### src/shared/pwr_mode_pkg.sv
// Constants for the halt, standby and wake-up sequencer.
// Assumes a single system clock and an 8-bit plain register port.
package pwr_mode_pkg;

  // Register port widths and word offsets.
  localparam int unsigned ADDR_W = 4;
  localparam int unsigned DATA_W = 8;
  localparam logic [3:0] ADDR_CTRL = 4'h0;
  localparam logic [3:0] ADDR_WAKE = 4'h1;
  localparam logic [3:0] ADDR_STAT = 4'h2;

  // Control register field positions.
  localparam int unsigned CTRL_HS_BIT = 0;
  localparam int unsigned CTRL_DIV_LO = 1;
  localparam int unsigned CTRL_IDLE_BIT = 4;
  localparam int unsigned CTRL_KEEP_BIT = 5;

  // Status register field positions.
  localparam int unsigned STAT_PDF_BIT = 0;
  localparam int unsigned STAT_TO_BIT = 1;
  localparam int unsigned STAT_HTO_BIT = 2;
  localparam int unsigned STAT_LTO_BIT = 3;
  localparam int unsigned STAT_MODE_LO = 4;

  // Reset values.
  localparam logic [7:0] CTRL_RESET = 8'h01;
  localparam logic [7:0] WAKE_RESET = 8'h00;

  // Lowest divider code that still runs from the high-speed source.
  localparam logic [2:0] DIV_FAST_MIN = 3'h2;

  // Oscillator start-up period in oscillator cycles.
  localparam logic [10:0] SST_CYCLES = 11'h400;

  // Operating modes of the sequencer.
  typedef enum logic [2:0] {
    MODE_RUN,
    MODE_DEEP_SLEEP,
    MODE_SUB_SLEEP,
    MODE_IDLE_STOP,
    MODE_IDLE_FULL,
    MODE_WAKE_WAIT
  } mode_t;

  // Cause of a wake-up, held while the fast oscillator restarts.
  typedef enum logic [2:0] {
    CAUSE_NONE,
    CAUSE_EXT_RESET,
    CAUSE_WDT,
    CAUSE_PORT_A,
    CAUSE_IRQ_TAKE,
    CAUSE_IRQ_DEFER
  } cause_t;

  // Owner of the shared start-up timer.
  typedef enum logic [1:0] {
    SST_IDLE,
    SST_FAST,
    SST_SLOW
  } sst_t;

endpackage

### src/design/halt_power_mode_wakeup_ctrl.sv
// Halt, standby-mode and wake-up sequencer with shared oscillator start-up timer.
// Assumes all inputs synchronous to clk_sys_i, which is never gated itself;
// the clock outputs are enables for the gated domains of the core.
//
// The address map and the plain strobed port were chosen for this implementation.

`timescale 1ns/1ps
`default_nettype none

module halt_power_mode_wakeup_ctrl
  import pwr_mode_pkg::*;
(
  input  wire logic              clk_sys_i,
  input  wire logic              reset_n_i,
  input  wire logic [ADDR_W-1:0] reg_addr_i,
  input  wire logic [DATA_W-1:0] reg_wdata_i,
  input  wire logic              reg_wr_i,
  input  wire logic              reg_rd_i,
  output logic      [DATA_W-1:0] reg_rdata_o,
  input  wire logic              halt_i,
  input  wire logic              clr_wdt_i,
  input  wire logic              wdt_enabled_i,
  input  wire logic              wdt_on_sub_i,
  input  wire logic              lvd_enabled_i,
  input  wire logic              ext_reset_i,
  input  wire logic              wdt_overflow_i,
  input  wire logic [7:0]        port_a_i,
  input  wire logic [7:0]        irq_flag_i,
  input  wire logic [7:0]        irq_enable_i,
  input  wire logic              stack_full_i,
  input  wire logic              fast_osc_tick_i,
  input  wire logic              slow_osc_tick_i,
  output logic                   sysclk_en_o,
  output logic                   timebase_en_o,
  output logic                   subclk_en_o,
  output logic                   wdt_clk_en_o,
  output logic                   wdt_stop_o,
  output logic                   wdt_clear_o,
  output logic                   cpu_hold_o,
  output logic                   io_hold_o,
  output logic                   fast_osc_on_o,
  output logic                   slow_osc_on_o,
  output logic                   sys_undivided_o,
  output logic [2:0]             sys_divider_o,
  output logic                   periph_slow_clk_o,
  output logic                   system_reset_o,
  output logic                   wdt_reset_o,
  output logic                   irq_take_o,
  output logic                   resume_o,
  output logic                   power_down_flag_o,
  output logic                   watchdog_timeout_flag_o,
  output logic                   high_osc_stable_flag_o
);

  // True when the divider code keeps the system on the high-speed source.
  function automatic logic runs_fast(input logic hs, input logic [2:0] div);
    runs_fast = hs | (div >= DIV_FAST_MIN);
  endfunction

  // True in the four standby modes.
  function automatic logic in_standby(input mode_t m);
    in_standby = (m == MODE_DEEP_SLEEP) | (m == MODE_SUB_SLEEP) |
                 (m == MODE_IDLE_STOP) | (m == MODE_IDLE_FULL);
  endfunction

  logic [7:0]  ctrl;
  logic [7:0]  port_a_wake_enable;
  mode_t       mode;
  mode_t       next_mode;
  cause_t      cause;
  cause_t      next_cause;
  sst_t        sst_owner;
  logic [10:0] sst_count;
  logic        high_osc_stable_flag;
  logic        slow_osc_stable;
  logic        power_down_flag;
  logic        watchdog_timeout_flag;
  logic [7:0]  port_a_prev;
  logic [7:0]  irq_armed;
  logic        high_speed_select;
  logic [2:0]  clock_divider_select;
  logic        idle_on_halt_select;
  logic        keep_sysclk_in_idle;
  logic        fast_mode;
  logic        fast_needed;
  logic        slow_needed;
  logic        halt_take;
  logic        sst_tick;
  logic        sst_done;
  logic [7:0]  port_a_fall;
  logic [7:0]  irq_wake;
  logic        wake_ok;

  assign high_speed_select    = ctrl[CTRL_HS_BIT];
  assign clock_divider_select = ctrl[CTRL_DIV_LO +: 3];
  assign idle_on_halt_select  = ctrl[CTRL_IDLE_BIT];
  assign keep_sysclk_in_idle  = ctrl[CTRL_KEEP_BIT];

  // Source selection: leaving slow mode needs only one of the two conditions.
  assign fast_mode = runs_fast(high_speed_select, clock_divider_select);
  assign halt_take = halt_i & (mode == MODE_RUN);

  // Register writes; the control byte steers mode choice and clock source.
  always_ff @(posedge clk_sys_i or negedge reset_n_i) begin
    if (!reset_n_i) begin
      ctrl               <= CTRL_RESET;
      port_a_wake_enable <= WAKE_RESET;
    end else if (reg_wr_i) begin
      if (reg_addr_i == ADDR_CTRL) begin
        ctrl <= reg_wdata_i;
      end
      if (reg_addr_i == ADDR_WAKE) begin
        port_a_wake_enable <= reg_wdata_i;
      end
    end
  end

  // Read data one cycle after the read strobe; unmapped words read zero.
  always_ff @(posedge clk_sys_i or negedge reset_n_i) begin
    if (!reset_n_i) begin
      reg_rdata_o <= 8'h00;
    end else if (reg_rd_i) begin
      case (reg_addr_i)
        ADDR_CTRL: reg_rdata_o <= ctrl;
        ADDR_WAKE: reg_rdata_o <= port_a_wake_enable;
        ADDR_STAT: reg_rdata_o <= {1'b0, mode, slow_osc_stable, high_osc_stable_flag,
                                   watchdog_timeout_flag, power_down_flag};
        default: reg_rdata_o <= 8'h00;
      endcase
    end else begin
      reg_rdata_o <= 8'h00;
    end
  end

  // Port A falling edges; the sampler runs on the free clock, not the gated one.
  always_ff @(posedge clk_sys_i or negedge reset_n_i) begin
    if (!reset_n_i) begin
      port_a_prev <= 8'hff;
    end else begin
      port_a_prev <= port_a_i;
    end
  end
  assign port_a_fall = port_a_prev & ~port_a_i & port_a_wake_enable;

  // Interrupts whose flag was clear at entry are the only ones that may wake.
  always_ff @(posedge clk_sys_i or negedge reset_n_i) begin
    if (!reset_n_i) begin
      irq_armed <= 8'h00;
    end else if (halt_take) begin
      irq_armed <= ~irq_flag_i;
    end
  end
  assign irq_wake = irq_flag_i & irq_armed;

  // Wake decision with reset first, then watchdog, port A and interrupts.
  always_comb begin
    next_cause = CAUSE_NONE;
    if (ext_reset_i) begin
      next_cause = CAUSE_EXT_RESET;
    end else if (wdt_overflow_i) begin
      next_cause = CAUSE_WDT;
    end else if (|port_a_fall) begin
      next_cause = CAUSE_PORT_A;
    end else if (|(irq_wake & irq_enable_i) && !stack_full_i) begin
      next_cause = CAUSE_IRQ_TAKE;
    end else if (|irq_wake) begin
      next_cause = CAUSE_IRQ_DEFER;
    end
  end

  // The restarted fast oscillator must be stable before code runs again.
  assign wake_ok = !fast_mode | high_osc_stable_flag;

  // Mode choice on halt and the return path through the oscillator wait.
  always_comb begin
    next_mode = mode;
    case (mode)
      MODE_RUN: begin
        if (halt_i) begin
          if (!idle_on_halt_select) begin
            if (wdt_enabled_i | lvd_enabled_i) begin
              next_mode = MODE_SUB_SLEEP;
            end else begin
              next_mode = MODE_DEEP_SLEEP;
            end
          end else if (keep_sysclk_in_idle) begin
            next_mode = MODE_IDLE_FULL;
          end else begin
            next_mode = MODE_IDLE_STOP;
          end
        end
      end
      MODE_DEEP_SLEEP, MODE_SUB_SLEEP, MODE_IDLE_STOP, MODE_IDLE_FULL: begin
        if (next_cause != CAUSE_NONE) begin
          next_mode = MODE_WAKE_WAIT;
        end
      end
      MODE_WAKE_WAIT: begin
        if (wake_ok) begin
          next_mode = MODE_RUN;
        end
      end
      default: next_mode = MODE_RUN;
    endcase
  end

  // Mode and held wake cause.
  always_ff @(posedge clk_sys_i or negedge reset_n_i) begin
    if (!reset_n_i) begin
      mode  <= MODE_RUN;
      cause <= CAUSE_NONE;
    end else begin
      mode <= next_mode;
      if (in_standby(mode) && next_cause != CAUSE_NONE) begin
        cause <= next_cause;
      end else if (mode == MODE_WAKE_WAIT && wake_ok) begin
        cause <= CAUSE_NONE;
      end
    end
  end

  // One-cycle wake actions when the wait ends.
  always_ff @(posedge clk_sys_i or negedge reset_n_i) begin
    if (!reset_n_i) begin
      system_reset_o <= 1'b0;
      wdt_reset_o    <= 1'b0;
      irq_take_o     <= 1'b0;
      resume_o       <= 1'b0;
    end else begin
      system_reset_o <= 1'b0;
      wdt_reset_o    <= 1'b0;
      irq_take_o     <= 1'b0;
      resume_o       <= 1'b0;
      if (mode == MODE_WAKE_WAIT && wake_ok) begin
        case (cause)
          CAUSE_EXT_RESET: system_reset_o <= 1'b1;
          CAUSE_WDT:       wdt_reset_o    <= 1'b1;
          CAUSE_PORT_A:    resume_o       <= 1'b1;
          CAUSE_IRQ_TAKE:  irq_take_o     <= 1'b1;
          CAUSE_IRQ_DEFER: resume_o       <= 1'b1;
          default:         resume_o       <= 1'b0;
        endcase
      end
    end
  end

  // Power-down flag: set by halt, cleared by clear-watchdog; set wins.
  always_ff @(posedge clk_sys_i or negedge reset_n_i) begin
    if (!reset_n_i) begin
      power_down_flag <= 1'b0;
    end else if (halt_take) begin
      power_down_flag <= 1'b1;
    end else if (clr_wdt_i) begin
      power_down_flag <= 1'b0;
    end
  end

  // Time-out flag: set on overflow, cleared by halt; set wins.
  always_ff @(posedge clk_sys_i or negedge reset_n_i) begin
    if (!reset_n_i) begin
      watchdog_timeout_flag <= 1'b0;
    end else if (wdt_overflow_i) begin
      watchdog_timeout_flag <= 1'b1;
    end else if (halt_take) begin
      watchdog_timeout_flag <= 1'b0;
    end
  end

  // Oscillator demand: the sub clock stops in deepest sleep and whenever neither watchdog, LVD nor slow mode needs it.
  assign fast_needed = fast_mode &
                       ((mode == MODE_RUN) | (mode == MODE_IDLE_FULL) |
                        (mode == MODE_WAKE_WAIT));
  assign slow_needed = (wdt_enabled_i | lvd_enabled_i | !fast_mode) &
                       (mode != MODE_DEEP_SLEEP);

  // Shared start-up timer; the slow crystal waits while the fast one starts.
  assign sst_tick = (sst_owner == SST_FAST) ? fast_osc_tick_i : slow_osc_tick_i;
  assign sst_done = sst_tick && (sst_count == SST_CYCLES - 11'h001);

  always_ff @(posedge clk_sys_i or negedge reset_n_i) begin
    if (!reset_n_i) begin
      sst_owner <= SST_IDLE;
      sst_count <= 11'h000;
    end else begin
      case (sst_owner)
        SST_IDLE: begin
          sst_count <= 11'h000;
          if (fast_needed && !high_osc_stable_flag) begin
            sst_owner <= SST_FAST;
          end else if (slow_needed && !slow_osc_stable) begin
            sst_owner <= SST_SLOW;
          end
        end
        SST_FAST, SST_SLOW: begin
          // A fast restart takes the timer back from the slow crystal.
          if ((sst_owner == SST_FAST && !fast_needed) || sst_done ||
              (sst_owner == SST_SLOW && (!slow_needed || (fast_needed && !high_osc_stable_flag)))) begin
            sst_owner <= SST_IDLE;
            sst_count <= 11'h000;
          end else if (sst_tick) begin
            sst_count <= sst_count + 11'h001;
          end
        end
        default: sst_owner <= SST_IDLE;
      endcase
    end
  end

  // Stable flags drop when their oscillator is switched off.
  always_ff @(posedge clk_sys_i or negedge reset_n_i) begin
    if (!reset_n_i) begin
      high_osc_stable_flag <= 1'b0;
      slow_osc_stable      <= 1'b0;
    end else begin
      if (!fast_needed) begin
        high_osc_stable_flag <= 1'b0;
      end else if (sst_done && sst_owner == SST_FAST) begin
        high_osc_stable_flag <= 1'b1;
      end
      if (!slow_needed) begin
        slow_osc_stable <= 1'b0;
      end else if (sst_done && sst_owner == SST_SLOW) begin
        slow_osc_stable <= 1'b1;
      end
    end
  end

  // Clock gating per mode.
  always_ff @(posedge clk_sys_i or negedge reset_n_i) begin
    if (!reset_n_i) begin
      sysclk_en_o   <= 1'b0;
      timebase_en_o <= 1'b0;
      subclk_en_o   <= 1'b0;
      wdt_clk_en_o  <= 1'b0;
      wdt_stop_o    <= 1'b0;
    end else begin
      sysclk_en_o   <= 1'b0;
      timebase_en_o <= 1'b0;
      subclk_en_o   <= 1'b1;
      wdt_clk_en_o  <= wdt_enabled_i & wdt_on_sub_i;
      wdt_stop_o    <= !(wdt_enabled_i & wdt_on_sub_i);
      case (next_mode)
        MODE_RUN: begin
          sysclk_en_o   <= 1'b1;
          timebase_en_o <= 1'b1;
          subclk_en_o   <= slow_needed;
          wdt_clk_en_o  <= wdt_enabled_i;
          wdt_stop_o    <= 1'b0;
        end
        MODE_DEEP_SLEEP: begin
          subclk_en_o   <= 1'b0;
          wdt_clk_en_o  <= 1'b0;
          wdt_stop_o    <= 1'b1;
        end
        MODE_SUB_SLEEP: subclk_en_o <= 1'b1;
        MODE_IDLE_STOP: timebase_en_o <= 1'b1;
        MODE_IDLE_FULL: begin
          sysclk_en_o   <= 1'b1;
          timebase_en_o <= 1'b1;
          wdt_clk_en_o  <= wdt_enabled_i;
          wdt_stop_o    <= !wdt_enabled_i;
        end
        default: begin
          subclk_en_o   <= slow_needed;
          wdt_clk_en_o  <= 1'b0;
          wdt_stop_o    <= 1'b0;
        end
      endcase
    end
  end

  // Halt strobes, holds and source selection.
  always_ff @(posedge clk_sys_i or negedge reset_n_i) begin
    if (!reset_n_i) begin
      wdt_clear_o       <= 1'b0;
      cpu_hold_o        <= 1'b0;
      io_hold_o         <= 1'b0;
      sys_undivided_o   <= 1'b0;
      sys_divider_o     <= 3'h0;
      periph_slow_clk_o <= 1'b0;
    end else begin
      wdt_clear_o       <= halt_take;
      cpu_hold_o        <= next_mode != MODE_RUN;
      io_hold_o         <= in_standby(next_mode);
      sys_undivided_o   <= high_speed_select;
      sys_divider_o     <= clock_divider_select;
      periph_slow_clk_o <= !fast_mode;
    end
  end

  assign fast_osc_on_o           = fast_needed;
  assign slow_osc_on_o           = slow_needed;
  assign power_down_flag_o       = power_down_flag;
  assign watchdog_timeout_flag_o = watchdog_timeout_flag;
  assign high_osc_stable_flag_o  = high_osc_stable_flag;

endmodule

`default_nettype wire

### config.mk
export PLATFORM = sky130hd
export DESIGN_NAME = halt_power_mode_wakeup_ctrl
export DESIGN_NICKNAME = d
export VERILOG_FILES = /design/src/shared/pwr_mode_pkg.sv /design/src/design/halt_power_mode_wakeup_ctrl.sv
export SDC_FILE = /design/constraint.sdc
export NUM_CORES = 1
export LEC_CHECK = 0
export ABC_AREA = 1
export ABC_CLOCK_PERIOD_IN_PS = 2200
export CORE_UTILIZATION = 50
export CTS_CLUSTER_DIAMETER = 100
export CTS_CLUSTER_SIZE = 24
export DETAILED_ROUTE_END_ITERATION = 6
export DONT_BUFFER_PORTS = 1
export GPL_ROUTABILITY_DRIVEN = 0
export HOLD_SLACK_MARGIN = 0.08
export PLACE_DENSITY_LB_ADDON = 0.25
export SYNTH_ARGS = -nofsm -noshare
export SYNTH_HDL_FRONTEND = slang
export SYNTH_SLANG_ARGS = --single-unit
export TNS_END_PERCENT = 30
### constraint.sdc
create_clock -name clk_sys_i -period 2.2 [get_ports clk_sys_i]
set_input_delay 0.44 -clock clk_sys_i [delete_from_list [all_inputs] [get_ports clk_sys_i]]
set_output_delay 0.44 -clock clk_sys_i [all_outputs]
set_load 0.1 [all_outputs]
==> flow_summary.json <==
{
  "status": "finished, violations left",
  "failed_checks": "negative hold slack",
  "setup_viol": 0,
  "wl_microns": 8022,
  "r2r_cells": 9,
  "yosys.area_share.simple_pct": 24.78,
  "postCtsHoldBufs": 8,
  "worstMarginPinSlew_ns": 0.5203,
  "wl_per_cell_microns": 13.98,
  "drt_first_iter_violations": 174,
  "switching_share_pct": 44.45,
  "cts_tree": "built",
  "leakage_nw": 2.185,
  "slew_violations": 0,
  "dieHeight_microns": 88.56,
  "io_buffers": 0,
  "synth_cell_types": 36,
  "p_switching_mw": 2.681,
  "p_per_area_mw_per_mm2": 1359,
  "cts.sinks": 80,
  "r2r_end": "sst_count[8]",
  "path_max_fanout": 4,
  "r2r_slack_ns": 0.28,
  "critPathRequiredTime_ns": 1.76,
  "rr_startpoint": "sst_owner[1]",
  "routed_via_density": 5.197,
  "ff_latch_area_sq_mm": 0.002013,
  "start_util_pct": 51.65,
  "path_clk_slew_ns": 0.08,
  "cts-root-buf": "clkbuf_8",
  "n_antenna_cell": 0,
  "htree_levels": 3,
  "postCtsSetupBuffers": 0,
  "yosys-top-cells-area": "dfrtp_1, nand2_1, dfstp_2",
  "first_global_vias": 2893,
  "drive_gt1_share_pct": 18.53,
  "clockBufferDepth": 2,
  "hold_class": "input port to asynchronous set/reset pin",
  "startpoint": "ctrl[0]",
  "seq_area_frac_synth_pct": 53.74,
  "core_sq_mm": 0.007253,
  "intPower_mw": 3.350,
  "ys_ff_latch": 80,
  "nets": 524,
  "period_share_pct": 93.71,
  "track_usage_pct": 22.55,
  "dr.pass1.iters": 4,
  "avgSynthCellArea_sq_um": 8.856,
  "timing.fmax_ghz": 0.4850,
  "yosys.area.top_type": "dfrtp_1",
  "syn_area_sq_mm": 0.003746,
  "holdWs_ns": -0.2190,
  "grt_overflow": 0,
  "finalHoldViolations": 80,
  "antenna_found_initial": 0,
  "vias": 2983,
  "slew_headroom_pct": 65.05,
  "grt_pass1_wl_microns": 13300,
  "tns_ns": 0,
  "critical_path.endpoint": "slow_osc_on_o",
  "fp-row-count": 31,
  "syn_inst": 423,
  "pin_count": 80,
  "final_cell_mix": "nand2_1, dfrtp_1, inv_1, o21ai_0, buf_4",
  "yosysWarnings": 0,
  "synth_compound_area_share_pct": 10.69,
  "synth-xor-area-share_pct": 2.338,
  "die_area_sq_mm": 0.007842,
  "synth_nets": 477,
  "critPathCaptureType": "output pin",
  "fp.dieW_microns": 88.56,
  "hpwl_microns": 5872,
  "layout.cells.most_common": "nand2_1",
  "ir_drop_uv": 1415,
  "startpoint_type": "register",
  "cp.arrival_ns": 1.62,
  "grt_max_degree": 81,
  "synth_top_family_by_area": "simple AND/OR/NAND/NOR gates",
  "synth-adder-area-share_pct": 1.336,
  "seq_power_share_pct": 33.3,
  "route.detailed.drc": 0,
  "numCtsBuffers": 9,
  "rsz0062_at_grt": "false",
  "clk_latency_ns": 0.34,
  "ant_nets": 0,
  "finClkSkew_ns": 0.01179,
  "min_period_ns": 2.062,
  "syn2layout_area_growth_pct": 18.50,
  "critPathKind": "register to output pin",
  "pwr-share-clk_pct": 23.2,
  "combPwrFrac_pct": 43.5,
  "fillCellCount": 652,
  "cap_violations": 0,
  "synthMuxAreaShare_pct": 0,
  "multi_input_area_sq_mm": 0.001474,
  "synth_top_area_share_pct": 47.43
}
Yosys cell counts:
library cell and instances:
nand2_1 98, dfrtp_1 71, inv_1 56, o21ai_0 37, nand3_1 33, nor2_1 18
o21ai_1 11, nand3b_1 10, dfstp_2 9, a21oi_1 7, xor2_1 7, inv_2 6
nand2_2 6, nor2_2 6, clkbuf_1 5, nor3_1 5, ha_1 4, nand4_1 4
o221ai_1 4, o211ai_1 3, o21ai_2 3, xnor2_1 3, nand2_4 2, nor2_4 2
nor4_1 2, a211oi_1 1, a21boi_0 1, a31oi_1 1, buf_8 1, nand3_2 1
nand4_2 1, nor3_4 1, nor3b_4 1, o22ai_4 1, or2_1 1, or2_2 1
per-layer routing:
layer	vias up	wire [microns]	GRT usage (%)
met2	75	3742	36.08
met5	-	0	0
li1	1466	-	-
met1	1433	3707	30.16
met3	9	461	4.851
met4	0	110	8.944
power groups by stage:
stage	Sequential [mW]	Combinational (mW)	Clock, mW
after floorplan	2.74	1.39	0
after global placement	2.02	2.57	0
after detailed placement	2.03	2.61	0
after CTS	2.01	2.63	1.42
after global routing	2.05	2.87	1.48
final	2.01	2.63	1.40
worst min-delay path by stage:
| stage | from | to | slack (ns) | cells past startpoint |
|---|---|---|---|---|
| 3_5_place_dp | reset_n_i | irq_armed[4] | 0.15 | 0 |
| 4_1_cts | reset_n_i | irq_armed[1] | -0.23 | 0 |
| 3_3_place_gp | reset_n_i | irq_armed[7] | 0.15 | 0 |
| 6_report | reset_n_i | irq_armed[1] | -0.22 | 0 |
| 2_1_floorplan | reset_n_i | cause[0] | 0.14 | 0 |
| 5_1_grt | reset_n_i | irq_armed[1] | -0.24 | 0 |
critical path: stages, from the launching register on:
cell	delay (ns)
dfstp_2	0.55
inv_1	0.08
nand3_2	0.10
inv_2	0.08
o21ai_4	0.17
inv_1	0.06
buf_4	0.23
state kept, by name, indices dropped and copies added, names as in the netlist, 2 cells and up:
signal              cells
sst_owner               2
irq_armed               8
ctrl                    8
port_a_wake_enable      8
port_a_prev             8
cause                   3
sst_count              11
reg_rdata_o             8
sys_divider_o           3
mode                    3
kinds of logic after synthesis:
logic type	Yosys count
xor gates and xnor gates	10
AOI/OAI and AO/OA	69
buffers and inverters	68
adders and majority gates	4
and+or+nand+nor	192
DFF	80
cell type report:
| class | instances | area share (%) |
|---|---|---|
| clock buffer | 11 | 2.959 |
| clock inverter | 5 | 2.903 |
| inverter | 62 | 5.242 |
| multi-input combinational | 275 | 33.20 |
| sequential | 80 | 45.35 |
| tap | 99 | 2.790 |
| timing repair buffer | 42 | 7.554 |
metrics by stage:
step / area [sq um] / worst slack, ns / power [mW] / std cells / util, %
CTS: 4432 / 0.08777 / 6.062 / 574 / 61.10
detailed placement: 4091 / 0.2839 / 4.644 / 550 / 56.41
global route: 4439 / 0.03334 / 6.401 / 574 / 61.20
floorplan: 3746 / 0.1156 / 4.125 / 423 / -
finish: 4439 / 0.1383 / 6.031 / 574 / 61.20
global placement: 4091 / 0.3595 / 4.597 / 550 / 56.41
timing repair:
item | CTS | global route
gates resized for setup | 0 | 1
endpoints found under the hold margin | 88 | 80
setup endpoints to repair | 0 | 1
Power figures use the tool's default switching activity.
